File: config.mk
export PLATFORM = sky130hd
export DESIGN_NAME = aosc_device_flat
export DESIGN_NICKNAME = d
export VERILOG_FILES = /design/src/hw/aosc_pkg.sv /design/src/hw/aosc_link_if.sv /design/src/hw/aosc_device.sv /design/src/flat_wrapper.sv
export VERILOG_INCLUDE_DIRS = /design/src /design/src/hw
export SDC_FILE = /design/constraint.sdc
export NUM_CORES = 1
export LEC_CHECK = 0
export BUFFER_PORTS_ARGS = -buffer_cell sky130_fd_sc_hd__buf_2
export CAP_MARGIN = 20
export CORE_MARGIN = 5
export CORE_UTILIZATION = 45
export DETAILED_ROUTE_END_ITERATION = 16
export GPL_TIMING_DRIVEN = 0
export PLACE_DENSITY = 0.73
export SYNTH_ARGS = -nofsm -noshare
export SYNTH_HDL_FRONTEND = slang
export SYNTH_SLANG_ARGS = --single-unit
File: constraint.sdc
create_clock -name core_clk_in -period 2 [get_ports core_clk_in]
set_input_delay 0.4 -clock core_clk_in [delete_from_list [all_inputs] [get_ports core_clk_in]]
set_output_delay 0.4 -clock core_clk_in [all_outputs]
set_load 0.01 [all_outputs]
File: src/hw/aosc_params.svh
/*
 * Register offsets, field positions, reset values and command values of the
 * converter configuration register bank.
 * Assumes inclusion by bare name from the package and both end modules.
 */
`ifndef AOSC_PARAMS_SVH
`define AOSC_PARAMS_SVH

`define AOSC_ADDR_W 13
`define AOSC_OFS_CONFIG 13'h000
`define AOSC_OFS_POWER_MODE 13'h008
`define AOSC_OFS_SERIAL_MODE 13'h021
`define AOSC_OFS_TRANSFER 13'h0FF
`define AOSC_OFS_OVERRIDE 13'h100
`define AOSC_OFS_IO_CTRL_TWO 13'h101
`define AOSC_OFS_IO_CTRL_THREE 13'h102

`define AOSC_RST_SERIAL_MODE 8'h32
`define AOSC_RST_ZERO 8'h00
`define AOSC_SOFT_RESET_VAL 8'h3C
`define AOSC_PWR_DIG_RESET 8'h03
`define AOSC_PWR_NORMAL 8'h00

`define AOSC_TRANSFER_BIT 0
`define AOSC_PULLDOWN_OFF_BIT 0
`define AOSC_VCM_PD_BIT 3
`define AOSC_RATE_CAP_MSB 2
`define AOSC_POWER_MSB 1

`define AOSC_SER_LAYOUT_BDDR2 4'h3
`define AOSC_SER_LAYOUT_TDDR2 4'h2
`define AOSC_SER_LAYOUT_BSDR2 4'h1
`define AOSC_SER_LAYOUT_TSDR2 4'h0
`define AOSC_SER_LAYOUT_DDR1 4'h4

`define AOSC_CLK_MULT_3X 4'h6
`define AOSC_CLK_MULT_6X 4'hC
`define AOSC_CLK_MULT_2P5X 4'h5
`define AOSC_CLK_MULT_5X 4'hA

`endif

File: src/hw/aosc_pkg.sv
/*
 * Types shared by the configuration register bank and its host end.
 * Assumes aosc_params.svh is on the include path.
 */
`include "aosc_params.svh"

package aosc_pkg;

	typedef logic [`AOSC_ADDR_W-1:0] aosc_addr_t;
	typedef logic [7:0] aosc_byte_t;

	typedef enum logic [1:0] {
		AOSC_PWR_ON = 2'h0,
		AOSC_PWR_DOWN = 2'h1,
		AOSC_PWR_STANDBY = 2'h2,
		AOSC_PWR_DIGRST = 2'h3
	} aosc_power_t;

	typedef enum logic [2:0] {
		AOSC_LANE_SDR_BIT = 3'h0,
		AOSC_LANE_SDR_BYTE = 3'h1,
		AOSC_LANE_DDR_BIT = 3'h2,
		AOSC_LANE_DDR_BYTE = 3'h3,
		AOSC_LANE_DDR_WORD = 3'h4,
		AOSC_LANE_INVALID = 3'h7
	} aosc_lane_t;

	// Host sequencer states, one-hot
	typedef enum logic [4:0] {
		AOSC_H_IDLE = 5'h01,
		AOSC_H_SOFT = 5'h02,
		AOSC_H_DIGRST = 5'h04,
		AOSC_H_NORMAL = 5'h08,
		AOSC_H_SINGLE = 5'h10
	} aosc_host_state_t;

endpackage

File: src/hw/aosc_link_if.sv
/*
 * Register access link between host and converter configuration bank.
 * Assumes one shared clock; a write is one cycle of wr_en, a read returns
 * rd_data in the cycle after rd_en.
 */
`timescale 1ns/1ps

interface aosc_link_if
	import aosc_pkg::*;
	(input wire logic clk);

	logic wr_en;
	logic rd_en;
	aosc_addr_t addr;
	aosc_byte_t wr_data;
	aosc_byte_t rd_data;
	logic rd_valid;

	modport device (
		input wr_en, rd_en, addr, wr_data,
		output rd_data, rd_valid
	);

	modport host (
		output wr_en, rd_en, addr, wr_data,
		input rd_data, rd_valid
	);

endinterface

File: src/hw/aosc_device.sv
/*
 * Configuration register bank of a dual converter: serialization mode,
 * committed resolution/rate override, I/O pull-down and common-mode control,
 * soft reset and power mode with digital datapath reset.
 * Assumes a host on aosc_link_if sharing core_clk_in.
 */
// Functional notes
// - Override writes wait for transfer bit commit
// - Override low bits cap rate capability only
// - Pull-down off bit disables data pin pull-down
// - Common-mode power-down bit stops generator
// - Serialization register resets to 12-bit DDR bytewise
// - Serialization value decodes width, frame, lane layout
// - Data clock multiple follows width and layout
// - Soft reset then digital reset recovers device
// - Digital reset reruns init after clock stable
// - Host digital resets after late common-mode
// - Host moves link only on request; user keeps it quiet during critical sampling
// - Other registers take effect when written
// - Digital reset clears datapath, not register port
`timescale 1ns/1ps
`include "aosc_params.svh"

module aosc_device
	import aosc_pkg::*;
	(
	input wire logic core_clk_in,
	input wire logic rst_n_in,
	aosc_link_if.device link,
	output logic [7:0] rate_override_out,
	output logic [2:0] rate_cap_out,
	output logic sdio_pulldown_en_out,
	output logic vcm_powerdown_out,
	output logic sample_is_12bit_out,
	output logic frame_2x_out,
	output aosc_lane_t lane_mode_out,
	output logic [3:0] clk_mult_x2_out,
	output aosc_power_t power_mode_out,
	output logic datapath_reset_out,
	output logic datapath_enable_out,
	output logic init_done_out
	);

	// ****************************************************************
	// Register storage
	// ****************************************************************
	aosc_byte_t serial_output_mode;
	// Pending and committed override copies stay apart until the transfer strobe
	aosc_byte_t resolution_rate_override;
	aosc_byte_t override_active;
	logic user_io_control_two;
	logic user_io_control_three;
	logic [1:0] power_mode;
	logic init_done;

	// ****************************************************************
	// Address decode
	// ****************************************************************
	wire logic hit_config = (link.addr == `AOSC_OFS_CONFIG);
	wire logic hit_power = (link.addr == `AOSC_OFS_POWER_MODE);
	wire logic hit_serial = (link.addr == `AOSC_OFS_SERIAL_MODE);
	wire logic hit_transfer = (link.addr == `AOSC_OFS_TRANSFER);
	wire logic hit_override = (link.addr == `AOSC_OFS_OVERRIDE);
	wire logic hit_io_two = (link.addr == `AOSC_OFS_IO_CTRL_TWO);
	wire logic hit_io_three = (link.addr == `AOSC_OFS_IO_CTRL_THREE);

	// Command registers have no storage; they only act in the cycle they are written
	wire logic wr_serial = link.wr_en && hit_serial;
	wire logic wr_override = link.wr_en && hit_override;
	wire logic wr_io_two = link.wr_en && hit_io_two;
	wire logic wr_io_three = link.wr_en && hit_io_three;
	wire logic wr_power = link.wr_en && hit_power;
	// Soft reset only on the exact pattern; other values are ignored
	wire logic soft_reset = link.wr_en && hit_config && (link.wr_data == `AOSC_SOFT_RESET_VAL);
	wire logic commit = link.wr_en && hit_transfer && link.wr_data[`AOSC_TRANSFER_BIT];

	// ****************************************************************
	// Register writes
	// ****************************************************************
	always_ff @(posedge core_clk_in) begin
		if (!rst_n_in || soft_reset) begin
			serial_output_mode <= `AOSC_RST_SERIAL_MODE;
			resolution_rate_override <= `AOSC_RST_ZERO;
			override_active <= `AOSC_RST_ZERO;
			user_io_control_two <= 1'b0;
			user_io_control_three <= 1'b0;
			power_mode <= 2'h0;
		end else begin
			if (wr_serial) begin
				serial_output_mode <= link.wr_data;
			end
			if (wr_override) begin
				resolution_rate_override <= link.wr_data;
			end
			// A write to the override in the commit cycle is picked up by the next commit
			if (commit) begin
				override_active <= resolution_rate_override;
			end
			if (wr_io_two) begin
				user_io_control_two <= link.wr_data[`AOSC_PULLDOWN_OFF_BIT];
			end
			if (wr_io_three) begin
				user_io_control_three <= link.wr_data[`AOSC_VCM_PD_BIT];
			end
			if (wr_power) begin
				power_mode <= link.wr_data[`AOSC_POWER_MSB:0];
			end
		end
	end

	// ****************************************************************
	// Initialization state
	// ****************************************************************
	// Init reruns on every digital reset, which is how a bad power-up recovers
	always_ff @(posedge core_clk_in) begin
		if (!rst_n_in) begin
			init_done <= 1'b0;
		end else if (power_mode == 2'h3) begin
			init_done <= 1'b0;
		end else begin
			init_done <= 1'b1;
		end
	end

	// ****************************************************************
	// Read back
	// ****************************************************************
	// Open bits and command registers read back as zero
	wire aosc_byte_t rd_mux =
		hit_power ? {6'h00, power_mode} :
		hit_serial ? serial_output_mode :
		hit_override ? resolution_rate_override :
		hit_io_two ? {7'h00, user_io_control_two} :
		hit_io_three ? {4'h0, user_io_control_three, 3'h0} :
		8'h00;

	// The register port is never held in digital reset
	always_ff @(posedge core_clk_in) begin
		if (!rst_n_in) begin
			link.rd_data <= 8'h00;
			link.rd_valid <= 1'b0;
		end else begin
			link.rd_data <= link.rd_en ? rd_mux : 8'h00;
			link.rd_valid <= link.rd_en;
		end
	end

	// ****************************************************************
	// Serialization decode
	// ****************************************************************
	wire logic [3:0] low_nib = serial_output_mode[3:0];
	wire logic [3:0] high_nib = serial_output_mode[7:4];
	wire logic width_12 = (low_nib == 4'h2) || (low_nib == 4'h6);
	wire logic frame_2x = (low_nib == 4'h6) || (low_nib == 4'h7);
	// Nibbles outside the table map to an invalid layout instead of a guess
	aosc_lane_t lane;
	assign lane =
		(high_nib == `AOSC_SER_LAYOUT_BDDR2) ? AOSC_LANE_DDR_BYTE :
		(high_nib == `AOSC_SER_LAYOUT_TDDR2) ? AOSC_LANE_DDR_BIT :
		(high_nib == `AOSC_SER_LAYOUT_BSDR2) ? AOSC_LANE_SDR_BYTE :
		(high_nib == `AOSC_SER_LAYOUT_TSDR2) ? AOSC_LANE_SDR_BIT :
		(high_nib == `AOSC_SER_LAYOUT_DDR1) ? AOSC_LANE_DDR_WORD :
		AOSC_LANE_INVALID;
	wire logic lane_ddr2 = (lane == AOSC_LANE_DDR_BYTE) || (lane == AOSC_LANE_DDR_BIT);
	// Multiplier is twice the sample-rate multiple so 2.5x stays integer
	wire logic [3:0] mult =
		lane_ddr2 ? (width_12 ? `AOSC_CLK_MULT_3X : `AOSC_CLK_MULT_2P5X) :
		(width_12 ? `AOSC_CLK_MULT_6X : `AOSC_CLK_MULT_5X);

	// ****************************************************************
	// Outputs
	// ****************************************************************
	// Registered so a decode change never glitches into the datapath
	always_ff @(posedge core_clk_in) begin
		if (!rst_n_in) begin
			rate_override_out <= 8'h00;
			rate_cap_out <= 3'h0;
			sdio_pulldown_en_out <= 1'b1;
			vcm_powerdown_out <= 1'b0;
			sample_is_12bit_out <= 1'b1;
			frame_2x_out <= 1'b0;
			lane_mode_out <= AOSC_LANE_DDR_BYTE;
			clk_mult_x2_out <= `AOSC_CLK_MULT_3X;
			power_mode_out <= AOSC_PWR_ON;
			datapath_reset_out <= 1'b1;
			datapath_enable_out <= 1'b0;
		end else begin
			rate_override_out <= override_active;
			// Caps capability; the sampling clock itself is not touched here
			rate_cap_out <= override_active[`AOSC_RATE_CAP_MSB:0];
			sdio_pulldown_en_out <= !user_io_control_two;
			vcm_powerdown_out <= user_io_control_three;
			sample_is_12bit_out <= width_12;
			frame_2x_out <= frame_2x;
			lane_mode_out <= lane;
			clk_mult_x2_out <= mult;
			power_mode_out <= aosc_power_t'(power_mode);
			// Power-down also holds the datapath in reset; standby only stops it
			datapath_reset_out <= (power_mode == 2'h3) || (power_mode == 2'h1);
			datapath_enable_out <= (power_mode == 2'h0) && init_done;
		end
	end

	assign init_done_out = init_done;

endmodule // aosc_device

File: src/flat_wrapper.sv
// flat-port wrapper written by rule: the top's interface ports become plain ports
module aosc_device_flat import aosc_pkg::*;
  (core_clk_in, rst_n_in, rate_override_out, rate_cap_out, sdio_pulldown_en_out, vcm_powerdown_out, sample_is_12bit_out, frame_2x_out, lane_mode_out, clk_mult_x2_out, power_mode_out, datapath_reset_out, datapath_enable_out, init_done_out, clk, link_wr_en, link_rd_en, link_addr, link_wr_data, link_rd_data, link_rd_valid);
  aosc_link_if link_i (.clk(clk));
  input wire logic core_clk_in;
  input wire logic rst_n_in;
  output logic [7:0] rate_override_out;
  output logic [2:0] rate_cap_out;
  output logic sdio_pulldown_en_out;
  output logic vcm_powerdown_out;
  output logic sample_is_12bit_out;
  output logic frame_2x_out;
  output aosc_lane_t lane_mode_out;
  output logic [3:0] clk_mult_x2_out;
  output aosc_power_t power_mode_out;
  output logic datapath_reset_out;
  output logic datapath_enable_out;
  output logic init_done_out;
  input wire logic clk;
  input wire logic [$bits(link_i.wr_en)-1:0] link_wr_en;
  input wire logic [$bits(link_i.rd_en)-1:0] link_rd_en;
  input wire logic [$bits(link_i.addr)-1:0] link_addr;
  input wire logic [$bits(link_i.wr_data)-1:0] link_wr_data;
  output wire logic [$bits(link_i.rd_data)-1:0] link_rd_data;
  output wire logic [$bits(link_i.rd_valid)-1:0] link_rd_valid;
  assign link_i.wr_en = link_wr_en;
  assign link_i.rd_en = link_rd_en;
  assign link_i.addr = link_addr;
  assign link_i.wr_data = link_wr_data;
  assign link_rd_data = link_i.rd_data;
  assign link_rd_valid = link_i.rd_valid;
  aosc_device u_core (.core_clk_in(core_clk_in), .rst_n_in(rst_n_in), .link(link_i), .rate_override_out(rate_override_out), .rate_cap_out(rate_cap_out), .sdio_pulldown_en_out(sdio_pulldown_en_out), .vcm_powerdown_out(vcm_powerdown_out), .sample_is_12bit_out(sample_is_12bit_out), .frame_2x_out(frame_2x_out), .lane_mode_out(lane_mode_out), .clk_mult_x2_out(clk_mult_x2_out), .power_mode_out(power_mode_out), .datapath_reset_out(datapath_reset_out), .datapath_enable_out(datapath_enable_out), .init_done_out(init_done_out));
endmodule
==> results.cfg, run 1 <==
[outcome]
status = finished, final reports clean

[worst_setup_path]
critical_setup_path_kind = in2reg
worstPathMaxFanout = 10
timing.critical_path.from_type = primary input
timing.critical_path.slowest_cell_delay_ps = 380
worst_ep_required_time_ps = 2210
ff_to_ff_setup_slack_ps = 830
critical-path-slowest-cell = sky130_fd_sc_hd__nor4_1
r2r_end = u_core.clk_mult_x2_out[2]$_SDFF_PP1_
worst_r2r_startpoint = u_core.serial_output_mode[1]$_SDFFE_PP1P_
cp_data_arrival_time_ps = 2040
capturing_element_type_of_the_critical_path = register
critical-path-top-cell-by-count = sky130_fd_sc_hd__buf_2
timing.reg2reg.worst_path_depth = 3
crit_path_cell_trace = buf_2 -> nor4_1 -> clkbuf_2 -> nand4_1 -> o21ai_4 -> buf_2 -> nor2_1

[cts]
cts_sinks = 61
worstSkewPairLatency_ps = 320
htree_levels = 3
buffer_cell_driving_the_clock_tree_root = sky130_fd_sc_hd__clkbuf_8
numCtsBuffers = 9
clkSlewWorstSetupHoldPaths_ps = 60
postCtsHoldBufs = 0
post_cts_buffers = 0
ctsLongestPathBuffers = 2
cts_tree = yes
ctsResizeCount = 0

[power_and_ir_drop]
p_leak_nw = 1.25
power_per_cell_area_nw_per_um2 = 871
vdd.ir_drop.worst_v = 0.000473

[final_layout]
antenna_cells = 0
synth_to_layout_area_growth_pct = 27.1
layout-drive-gt1-share_pct = 30.6
nNetsFinal = 325

[grt]
grt_pass1_wl_um = 8330
grt_use_total_pct = 16.9
global_route.overflow_total = 0
grt_max_degree = 11
grt_pass1_vias = 1739
antenna_found_initial = 0

[timing]
setup_tns_ps = 0
fmax_mhz = 545
finalSetupViolCount = 0
fin_worst_hold_slack_ps = 346
timing.max_slew.rel_slack_pct = 48.2
hold_viol = 0
layout_worst_path_cycle_share_pct = 91.8
report.final.slew_viol_count = 0
skew_ps = 4.70
layout_min_cycle_time_ps = 1840
worst_slew_pin_slew_ps = 771
final_critical_path_setup_slack_ps = 164
rsz0062_at_grt = false

[synth]
synth_enable_flop_cells = 0
synth_cell_types = 36
cell_area_after_technology_mapping_sq_um = 2300
yosys.area_share.adder_pct = 0
synth.yosys.seq_area_share_pct = 53.2
synth_compound_gate_area_share_pct = 7.68
postSynthRegisterBits = 61
synth.avg_cell_area_sq_um = 9.99
synth.cells.most_frequent = 61 x sky130_fd_sc_hd__dfxtp_1, 21 x sky130_fd_sc_hd__nor2_1, 18 x sky130_fd_sc_hd__mux2i_1, 16 x sky130_fd_sc_hd__nand2_1, 13 x sky130_fd_sc_hd__and2_1
synthFlopType = sky130_fd_sc_hd__dfxtp_1
synth_area_in_xor_xnor_pct = 0.381
post_synthesis_simple_gate_area_fraction_pct = 26.6
synth_top_cell_by_area = sky130_fd_sc_hd__dfxtp_1
synth_largest_type_area_fraction_pct = 53.2
combinational_family_with_the_most_area_after_synthesis = simple AND/OR/NAND/NOR gates
synthCells = 230
mappedNetlistNets = 256
yosysWarnings = 0
synth.area.mux_share_pct = 8.33
asyncSetResetFlopFracSynth_pct = 0
synth.area.top_cells = sky130_fd_sc_hd__dfxtp_1 53%, sky130_fd_sc_hd__mux2i_1 7.8%, sky130_fd_sc_hd__and2_1 3.5%, sky130_fd_sc_hd__nor2_1 3.4%, sky130_fd_sc_hd__nand2_1 2.6%
dominant_cell_by_count_in_the_synthesized_netlist = sky130_fd_sc_hd__dfxtp_1

[drt]
via_count = 1894
vias_per_cell = 5.06
first_pass_iters = 4
drcViolationCount = 0
wl_per_cell_um = 13.8
drt-initial-drc-count = 106
wl_um = 5180
postRouteAntennaNets = 0

[placed_design]
buffer_ports.inserted = 58
hpwl_um = 3770
globalplace.congestion = 0.842
dp_slack_ps = -347

[die]
floorplan.initialDensity_pct = 45.6
design.portCount = 62
num_rows = 26
floorplan.die_area_sq_um = 6630
floorplan.core_area_sq_um = 5040
floorplan.die.width_um = 81.5
die_boundary_height_um = 81.5

[hold_path]
hold_start = rst_n_in
holdCritPathClass = in2reg
timing.hold.worst_path_depth = 2
min_delay_worst_endpoint = u_core.datapath_reset_out$_SDFF_PN1_

[job]
drv_cap = 0
==> stage by stage <==
stage          cell area [sq um]  total power, mW  std cells  utilization (%)
2_1_floorplan               2300             1.29        230                -
3_3_place_gp                2680             1.35        358             53.1
3_5_place_dp                2680             1.35        358             53.1
4_1_cts                     2900             2.56        374             57.5
5_1_grt                     2920             2.65        374             57.9
6_report                    2920             2.54        374             57.9
==> layout by cell type, fill, tap and decap left out, types with 4 or more instances in the layout <==
| cell | Yosys | layout |
|---|---|---|
| sky130_fd_sc_hd__nand3_1 | 8 | 8 |
| sky130_fd_sc_hd__nand2_1 | 16 | 16 |
| sky130_fd_sc_hd__a211o_1 | 5 | 5 |
| sky130_fd_sc_hd__nor2_2 | 8 | 8 |
| sky130_fd_sc_hd__buf_2 | 4 | 62 |
| sky130_fd_sc_hd__a21oi_1 | 10 | 10 |
| sky130_fd_sc_hd__nand4_1 | 8 | 8 |
| sky130_fd_sc_hd__a22oi_1 | 6 | 6 |
| sky130_fd_sc_hd__nor4b_1 | 5 | 5 |
| sky130_fd_sc_hd__nand2b_1 | 4 | 4 |
| sky130_fd_sc_hd__clkbuf_8 | 0 | 11 |
| sky130_fd_sc_hd__inv_1 | 4 | 4 |
| sky130_fd_sc_hd__and2_1 | 13 | 13 |
| sky130_fd_sc_hd__dfxtp_1 | 61 | 61 |
| sky130_fd_sc_hd__nor3b_1 | 5 | 5 |
| sky130_fd_sc_hd__clkbuf_1 | 8 | 9 |
| sky130_fd_sc_hd__nor2_1 | 21 | 21 |
| sky130_fd_sc_hd__mux2i_1 | 18 | 18 |
==> cell type report <==
cell class	instances	area, sq um
flip-flops and latches	61	1220
clock buffers	13	159
plain buffers	15	73.8
fillers	442	2120
clock inverters	3	67.6
well taps	70	87.6
inverters	4	15.0
multi-input cells	150	1000
repair buffers	58	290
==> critical path: cells and delay by family <==
kind | cells | cell delay, ps
AO/OA/AOI/OAI | 1 | 310
buffers and inverters | 3 | 710
AND/OR/NAND/NOR | 3 | 620
==> metal layers <==
layer	track usage (%)	share of wire [%]
met5	0	0
met4	7.09	1.4
met3	4.93	6.5
met2	26.1	47
met1	22.0	45
==> worst max-delay path by stage <==
stage,from,end
after floorplan,link_addr[11],u_core.override_active[0]$_SDFFE_PP0P_
after global placement,link_addr[11],u_core.power_mode[0]$_SDFFE_PP0P_
after detailed placement,link_addr[11],u_core.serial_output_mode[7]$_SDFFE_PP0P_
after CTS,link_addr[11],u_core.serial_output_mode[7]$_SDFFE_PP0P_
after global routing,link_addr[11],u_core.power_mode[0]$_SDFFE_PP0P_
final,link_addr[11],u_core.power_mode[0]$_SDFFE_PP0P_
==> where the power goes <==
part           internal (mW)  switching (mW)
registers               1.22        0.000949
logic                 0.0379          0.0701
clock network          0.771           0.444
total                   2.03           0.515
==> state kept, by name, indices dropped and copies added, names as in the netlist <==
name                             count
u_core.vcm_powerdown_out             1
u_core.rate_cap_out                  2
u_core.link.rd_valid                 1
u_core.sample_is_12bit_out           1
u_core.power_mode_out                2
u_core.lane_mode_out                 3
u_core.rate_override_out             6
u_core.init_done_out                 1
u_core.override_active               8
u_core.power_mode                    2
u_core.datapath_enable_out           1
u_core.serial_output_mode            8
u_core.resolution_rate_override      8
u_core.datapath_reset_out            1
u_core.user_io_control_three         1
u_core.sdio_pulldown_en_out          1
u_core.frame_2x_out                  1
u_core.clk_mult_x2_out               4
u_core.user_io_control_two           1
u_core.link.rd_data                  8
==> logic make-up after synthesis <==
group,after synthesis
AND/OR/NAND/NOR,104
flip-flops,61
AO/OA/AOI/OAI,26
multiplexers,19
buffers and inverters,19
XOR/XNOR,1
(Power assumes the default switching activity.)
==> run 2, diff against run 1 <==
--- a/config.mk
+++ b/config.mk
@@ -10,9 +10,11 @@
 export CAP_MARGIN = 20
 export CORE_MARGIN = 5
 export CORE_UTILIZATION = 45
+export CTS_CLUSTER_DIAMETER = 50
 export DETAILED_ROUTE_END_ITERATION = 16
 export GPL_TIMING_DRIVEN = 0
 export PLACE_DENSITY = 0.73
+export REMOVE_ABC_BUFFERS = 1
 export SYNTH_ARGS = -nofsm -noshare
 export SYNTH_HDL_FRONTEND = slang
 export SYNTH_SLANG_ARGS = --single-unit
==> results.cfg, run 2 (synthesis gave the netlist of run 1 again) <==
[outcome]
status = finished, final reports clean

[job]
drv_cap = 0

[final_layout]
layout-drive-gt1-share_pct = 32.0
final_cell_area_sq_um = 2870
n_fill_cell = 468
mostFrequentLayoutCells = 61 x sky130_fd_sc_hd__dfxtp_1, 60 x sky130_fd_sc_hd__buf_2, 21 x sky130_fd_sc_hd__nor2_1
synth_to_layout_area_growth_pct = 24.9
antenna_cells = 0
final_core_area_utilization_pct = 56.9
stdcell_count = 364
final_common_cell = sky130_fd_sc_hd__dfxtp_1
nNetsFinal = 318

[power_and_ir_drop]
p_leak_nw = 1.23
vdd.ir_drop.worst_v = 0.000402
power_per_cell_area_nw_per_um2 = 823
totalPowerFinal_mw = 2.36

[worst_setup_path]
worst_ep_required_time_ps = 2230
crit_path_cell_trace = buf_2 -> nor4_2 -> clkdlybuf4s18_2 -> and4b_1 -> a22oi_1 -> a211oi_1
timing.critical_path.from_type = primary input
cp_data_arrival_time_ps = 2080
worstPathMaxFanout = 8
critical-path-slowest-cell = sky130_fd_sc_hd__nor4_2
capturing_element_type_of_the_critical_path = register
critical_setup_path_kind = in2reg
count_of_buffering_cells_on_the_critical_path_with_inverters_included = 2
critical_path.top_delay_family = simple AND/OR/NAND/NOR gates
timing.critical_path.slowest_cell_delay_ps = 430

[cts]
cts_sinks = 61
numCtsBuffers = 9
ctsLongestPathBuffers = 2
buffer_cell_driving_the_clock_tree_root = sky130_fd_sc_hd__clkbuf_8
worstSkewPairLatency_ps = 330
cts_tree = yes
clkSlewWorstSetupHoldPaths_ps = 60
htree_levels = 3

[timing]
rsz0062_at_grt = false
finalSetupViolCount = 0
worst_slew_pin_slew_ps = 696
layout_min_cycle_time_ps = 1850
report.final.slew_viol_count = 0
timing.max_slew.rel_slack_pct = 53.2
skew_ps = 3.62
fmax_mhz = 539
final_critical_path_setup_slack_ps = 146
hold_viol = 0
layout_worst_path_cycle_share_pct = 92.7

[die]
floorplan.core_area_sq_um = 5040
design.portCount = 62
floorplan.die.width_um = 81.5
num_rows = 26
floorplan.die_area_sq_um = 6630
die_boundary_height_um = 81.5
floorplan.initialDensity_pct = 45.6

[grt]
global_route.overflow_total = 0
grt_max_degree = 23
antenna_found_initial = 0
grt_pass1_wl_um = 7860
grt_pass1_vias = 1640
grt_use_total_pct = 16.0

[drt]
first_pass_iters = 4
wl_um = 4900
vias_per_cell = 4.96
postRouteAntennaNets = 0
drcViolationCount = 0
wl_per_cell_um = 13.5
via_count = 1806
drt-initial-drc-count = 44

[placed_design]
hpwl_um = 3530
dp_cells = 347
globalplace.congestion = 0.855
buffer_ports.inserted = 60
dp_slack_ps = -597
place_area_sq_um = 2640

[hold_path]
holdCritPathClass = in2reg
## run 2: repair_timing
action,4_1_cts,5_1_grt
pin swaps,0,1
gates resized for setup,2,2
hold buffers,0,0
setup buffers,0,4
endpoints found under the setup margin,29,22
## run 2: cell type report
type                            instances  area (sq um)  area share [%]
Sequential cell                        61          1220            42.5
Multi-Input combinational cell        150          1000            35.0
Timing Repair Buffer                   66           355            12.4
Clock buffer                           11           151            5.27
Tap cell                               70          87.6            3.05
Clock inverter                          2          35.0            1.22
Inverter                                4          15.0           0.523
## run 2: report_power, final
| group | internal (mW) | switching, mW | total [mW] |
|---|---|---|---|
| Combinational | 0.0426 | 0.0680 | 0.111 |
| Clock | 0.620 | 0.412 | 1.03 |
| Sequential | 1.22 | 0.00113 | 1.22 |
## run 2: routing by layer
| layer | GRT usage, % | vias to the layer above | share of wire [%] |
|---|---|---|---|
| met3 | 4.93 | 7 | 5.8 |
| met5 | 0 | - | 0 |
| met4 | 9.29 | 0 | 2.0 |
| met1 | 21.5 | 812 | 47 |
| met2 | 22.6 | 58 | 45 |
| li1 | - | 929 | - |
## run 2: worst paths after layout
check / startpoint / end / slack, ps / cells past startpoint
worst max register to register: u_core.serial_output_mode[1]$_SDFFE_PP1P_ / u_core.clk_mult_x2_out[1]$_SDFF_PN1_ / 880 / 3
worst min register to register: u_core.user_io_control_two$_SDFFE_PP0P_ / u_core.sdio_pulldown_en_out$_SDFF_PN1_ / 420 / 1
worst min-delay path: link_rd_en / u_core.link.rd_valid$_SDFF_PN0_ / 360 / 3
worst max-delay path: link_addr[11] / u_core.link.rd_data[1]$_SDFF_PN0_ / 150 / 6
## run 2: through the flow
step                      hold WS (ps)  setup TNS [ps]
after floorplan                    370          -12960
after global placement             396          -37820
after detailed placement           402          -16360
after CTS                          335               0
after global routing               349               0
final                              357               0
## run 2: worst register-to-register path: stages (launching register included)
cell and delay, ps:
sky130_fd_sc_hd__dfxtp_1 370, sky130_fd_sc_hd__nor3b_1 370, sky130_fd_sc_hd__xnor2_1 160, sky130_fd_sc_hd__nand2_1 80
==> run 3, diff against run 2 <==
--- a/config.mk
+++ b/config.mk
@@ -10,6 +10,7 @@
 export CAP_MARGIN = 20
 export CORE_MARGIN = 5
 export CORE_UTILIZATION = 45
+export CTS_BUF_LIST = sky130_fd_sc_hd__clkbuf_16
 export CTS_CLUSTER_DIAMETER = 50
 export DETAILED_ROUTE_END_ITERATION = 16
 export GPL_TIMING_DRIVEN = 0
==> results.cfg, run 3 (synthesis gave the netlist of run 1 again) <==
[outcome]
status = finished, final reports clean

[final_layout]
nNetsFinal = 318
sequential_cell_area_sq_um = 1220
final_common_cell = sky130_fd_sc_hd__dfxtp_1
n_fill_cell = 458
multi_input_comb_area_sq_um = 1010
antenna_cells = 0
mostFrequentLayoutCells = 61 x sky130_fd_sc_hd__dfxtp_1, 60 x sky130_fd_sc_hd__buf_2, 21 x sky130_fd_sc_hd__nor2_1
synth_to_layout_area_growth_pct = 28.5
stdcell_count = 364
layout-drive-gt1-share_pct = 31.6

[cts]
worstSkewPairLatency_ps = 320
ctsLongestPathBuffers = 2
clkSlewWorstSetupHoldPaths_ps = 50
htree_levels = 3
cts_tree = yes
numCtsBuffers = 9
postCtsHoldBufs = 0
cts_sinks = 61
buffer_cell_driving_the_clock_tree_root = sky130_fd_sc_hd__clkbuf_16

[timing]
fmax_mhz = 538
rsz0062_at_grt = false
skew_ps = 2.84
worst_slew_pin_slew_ps = 693
timing.max_slew.rel_slack_pct = 53.4
layout_min_cycle_time_ps = 1860
setup_tns_ps = 0
finalSetupViolCount = 0
hold_viol = 0
layout_worst_path_cycle_share_pct = 92.9
report.final.slew_viol_count = 0
fin_worst_hold_slack_ps = 350

[grt]
grt_pass1_vias = 1649
antenna_found_initial = 0
grt_max_degree = 23
grt_use_total_pct = 16.1
global_route.overflow_total = 0
grt_pass1_wl_um = 7940

[placed_design]
buffer_ports.inserted = 60
dp_cells = 347
globalplace.congestion = 0.855
hpwl_um = 3530

[worst_setup_path]
critical_path.top_delay_family = simple AND/OR/NAND/NOR gates
critical-path-slowest-cell = sky130_fd_sc_hd__nor4_4
cp-startpoint = link_addr[11]
worst_r2r_startpoint = u_core.serial_output_mode[1]$_SDFFE_PP1P_
timing.critical_path.slowest_cell_delay_ps = 670
worstPathMaxFanout = 8
crit_path_cell_trace = buf_2 -> or4_4 -> nor4_4 -> mux2i_1 -> nor2_2
cp_data_arrival_time_ps = 2070
worst_ep_required_time_ps = 2210
count_of_buffering_cells_on_the_critical_path_with_inverters_included = 1
critical_setup_path_kind = in2reg
timing.critical_path.from_type = primary input
capturing_element_type_of_the_critical_path = register

[hold_path]
hold_start = link_rd_en
holdCritPathClass = in2reg

[die]
floorplan.core_area_sq_um = 5040
floorplan.die_area_sq_um = 6630
num_rows = 26
floorplan.initialDensity_pct = 45.6
floorplan.die.width_um = 81.5
design.portCount = 62
die_boundary_height_um = 81.5

[drt]
via_count = 1817
first_pass_iters = 5
drt-initial-drc-count = 64
drcViolationCount = 0
wl_um = 4940
postRouteAntennaNets = 0
vias_per_cell = 4.99
wl_per_cell_um = 13.6

[power_and_ir_drop]
totalPowerFinal_mw = 2.72
p_leak_nw = 1.26
vdd.ir_drop.worst_v = 0.000531
power_per_cell_area_nw_per_um2 = 922

[job]
drv_cap = 0
==> run 3: stage by stage <==
stage	instance area [sq um]	utilization, %	setup slack (ps)
2_1_floorplan	2220	-	-469
3_3_place_gp	2610	51.8	-1200
3_5_place_dp	2640	52.3	-597
4_1_cts	2920	57.9	36.0
5_1_grt	2950	58.6	63.2
6_report	2950	58.6	143
==> run 3: layer usage <==
layer / routed length [um] / up-vias / GRT usage (%)
li1: - / 925 / -
met1: 2310 / 827 / 21.6
met2: 2240 / 54 / 23.2
met3: 277 / 11 / 4.28
met4: 118 / 0 / 9.63
met5: 0 / - / 0
==> run 3: final timing paths <==
| path | slack, ps | cells after the start | end |
|---|---|---|---|
| min reg2reg | 410 | 1 | u_core.sdio_pulldown_en_out$_SDFF_PN1_ |
| max reg2reg | 900 | 3 | u_core.clk_mult_x2_out[1]$_SDFF_PN1_ |
| max | 140 | 5 | u_core.override_active[6]$_SDFFE_PP0P_ |
| min | 350 | 3 | u_core.link.rd_valid$_SDFF_PN0_ |
==> run 3: final cells by class <==
class                      instances  share of cell area [%]
sequential                        61                    41.4
multi-input combinational        150                    34.1
timing repair buffer              66                    12.0
clock buffer                       9                    7.63
tap                               70                    2.97
clock inverter                     4                    1.44
inverter                           4                   0.508
==> run 3: worst register-to-register path, cell delays in order, from the launching register on <==
cell,delay [ps]
sky130_fd_sc_hd__dfxtp_1,370
sky130_fd_sc_hd__nor3b_1,360
sky130_fd_sc_hd__xnor2_1,160
sky130_fd_sc_hd__nand2_1,80
==> run 3: power by group <==
part	total, mW	switching (mW)	internal [mW]
clock	1.39	0.462	0.926
combinational	0.110	0.0675	0.0426
sequential	1.22	0.00113	1.22
total	2.72	0.530	2.19
==> run 3: timing repair <==
item	CTS	global route
buffers inserted	0	4
cloned	0	0
gates resized for setup	3	2
pin swaps	0	1
endpoints found under the setup margin	30	21
endpoints found under the hold margin	0	0
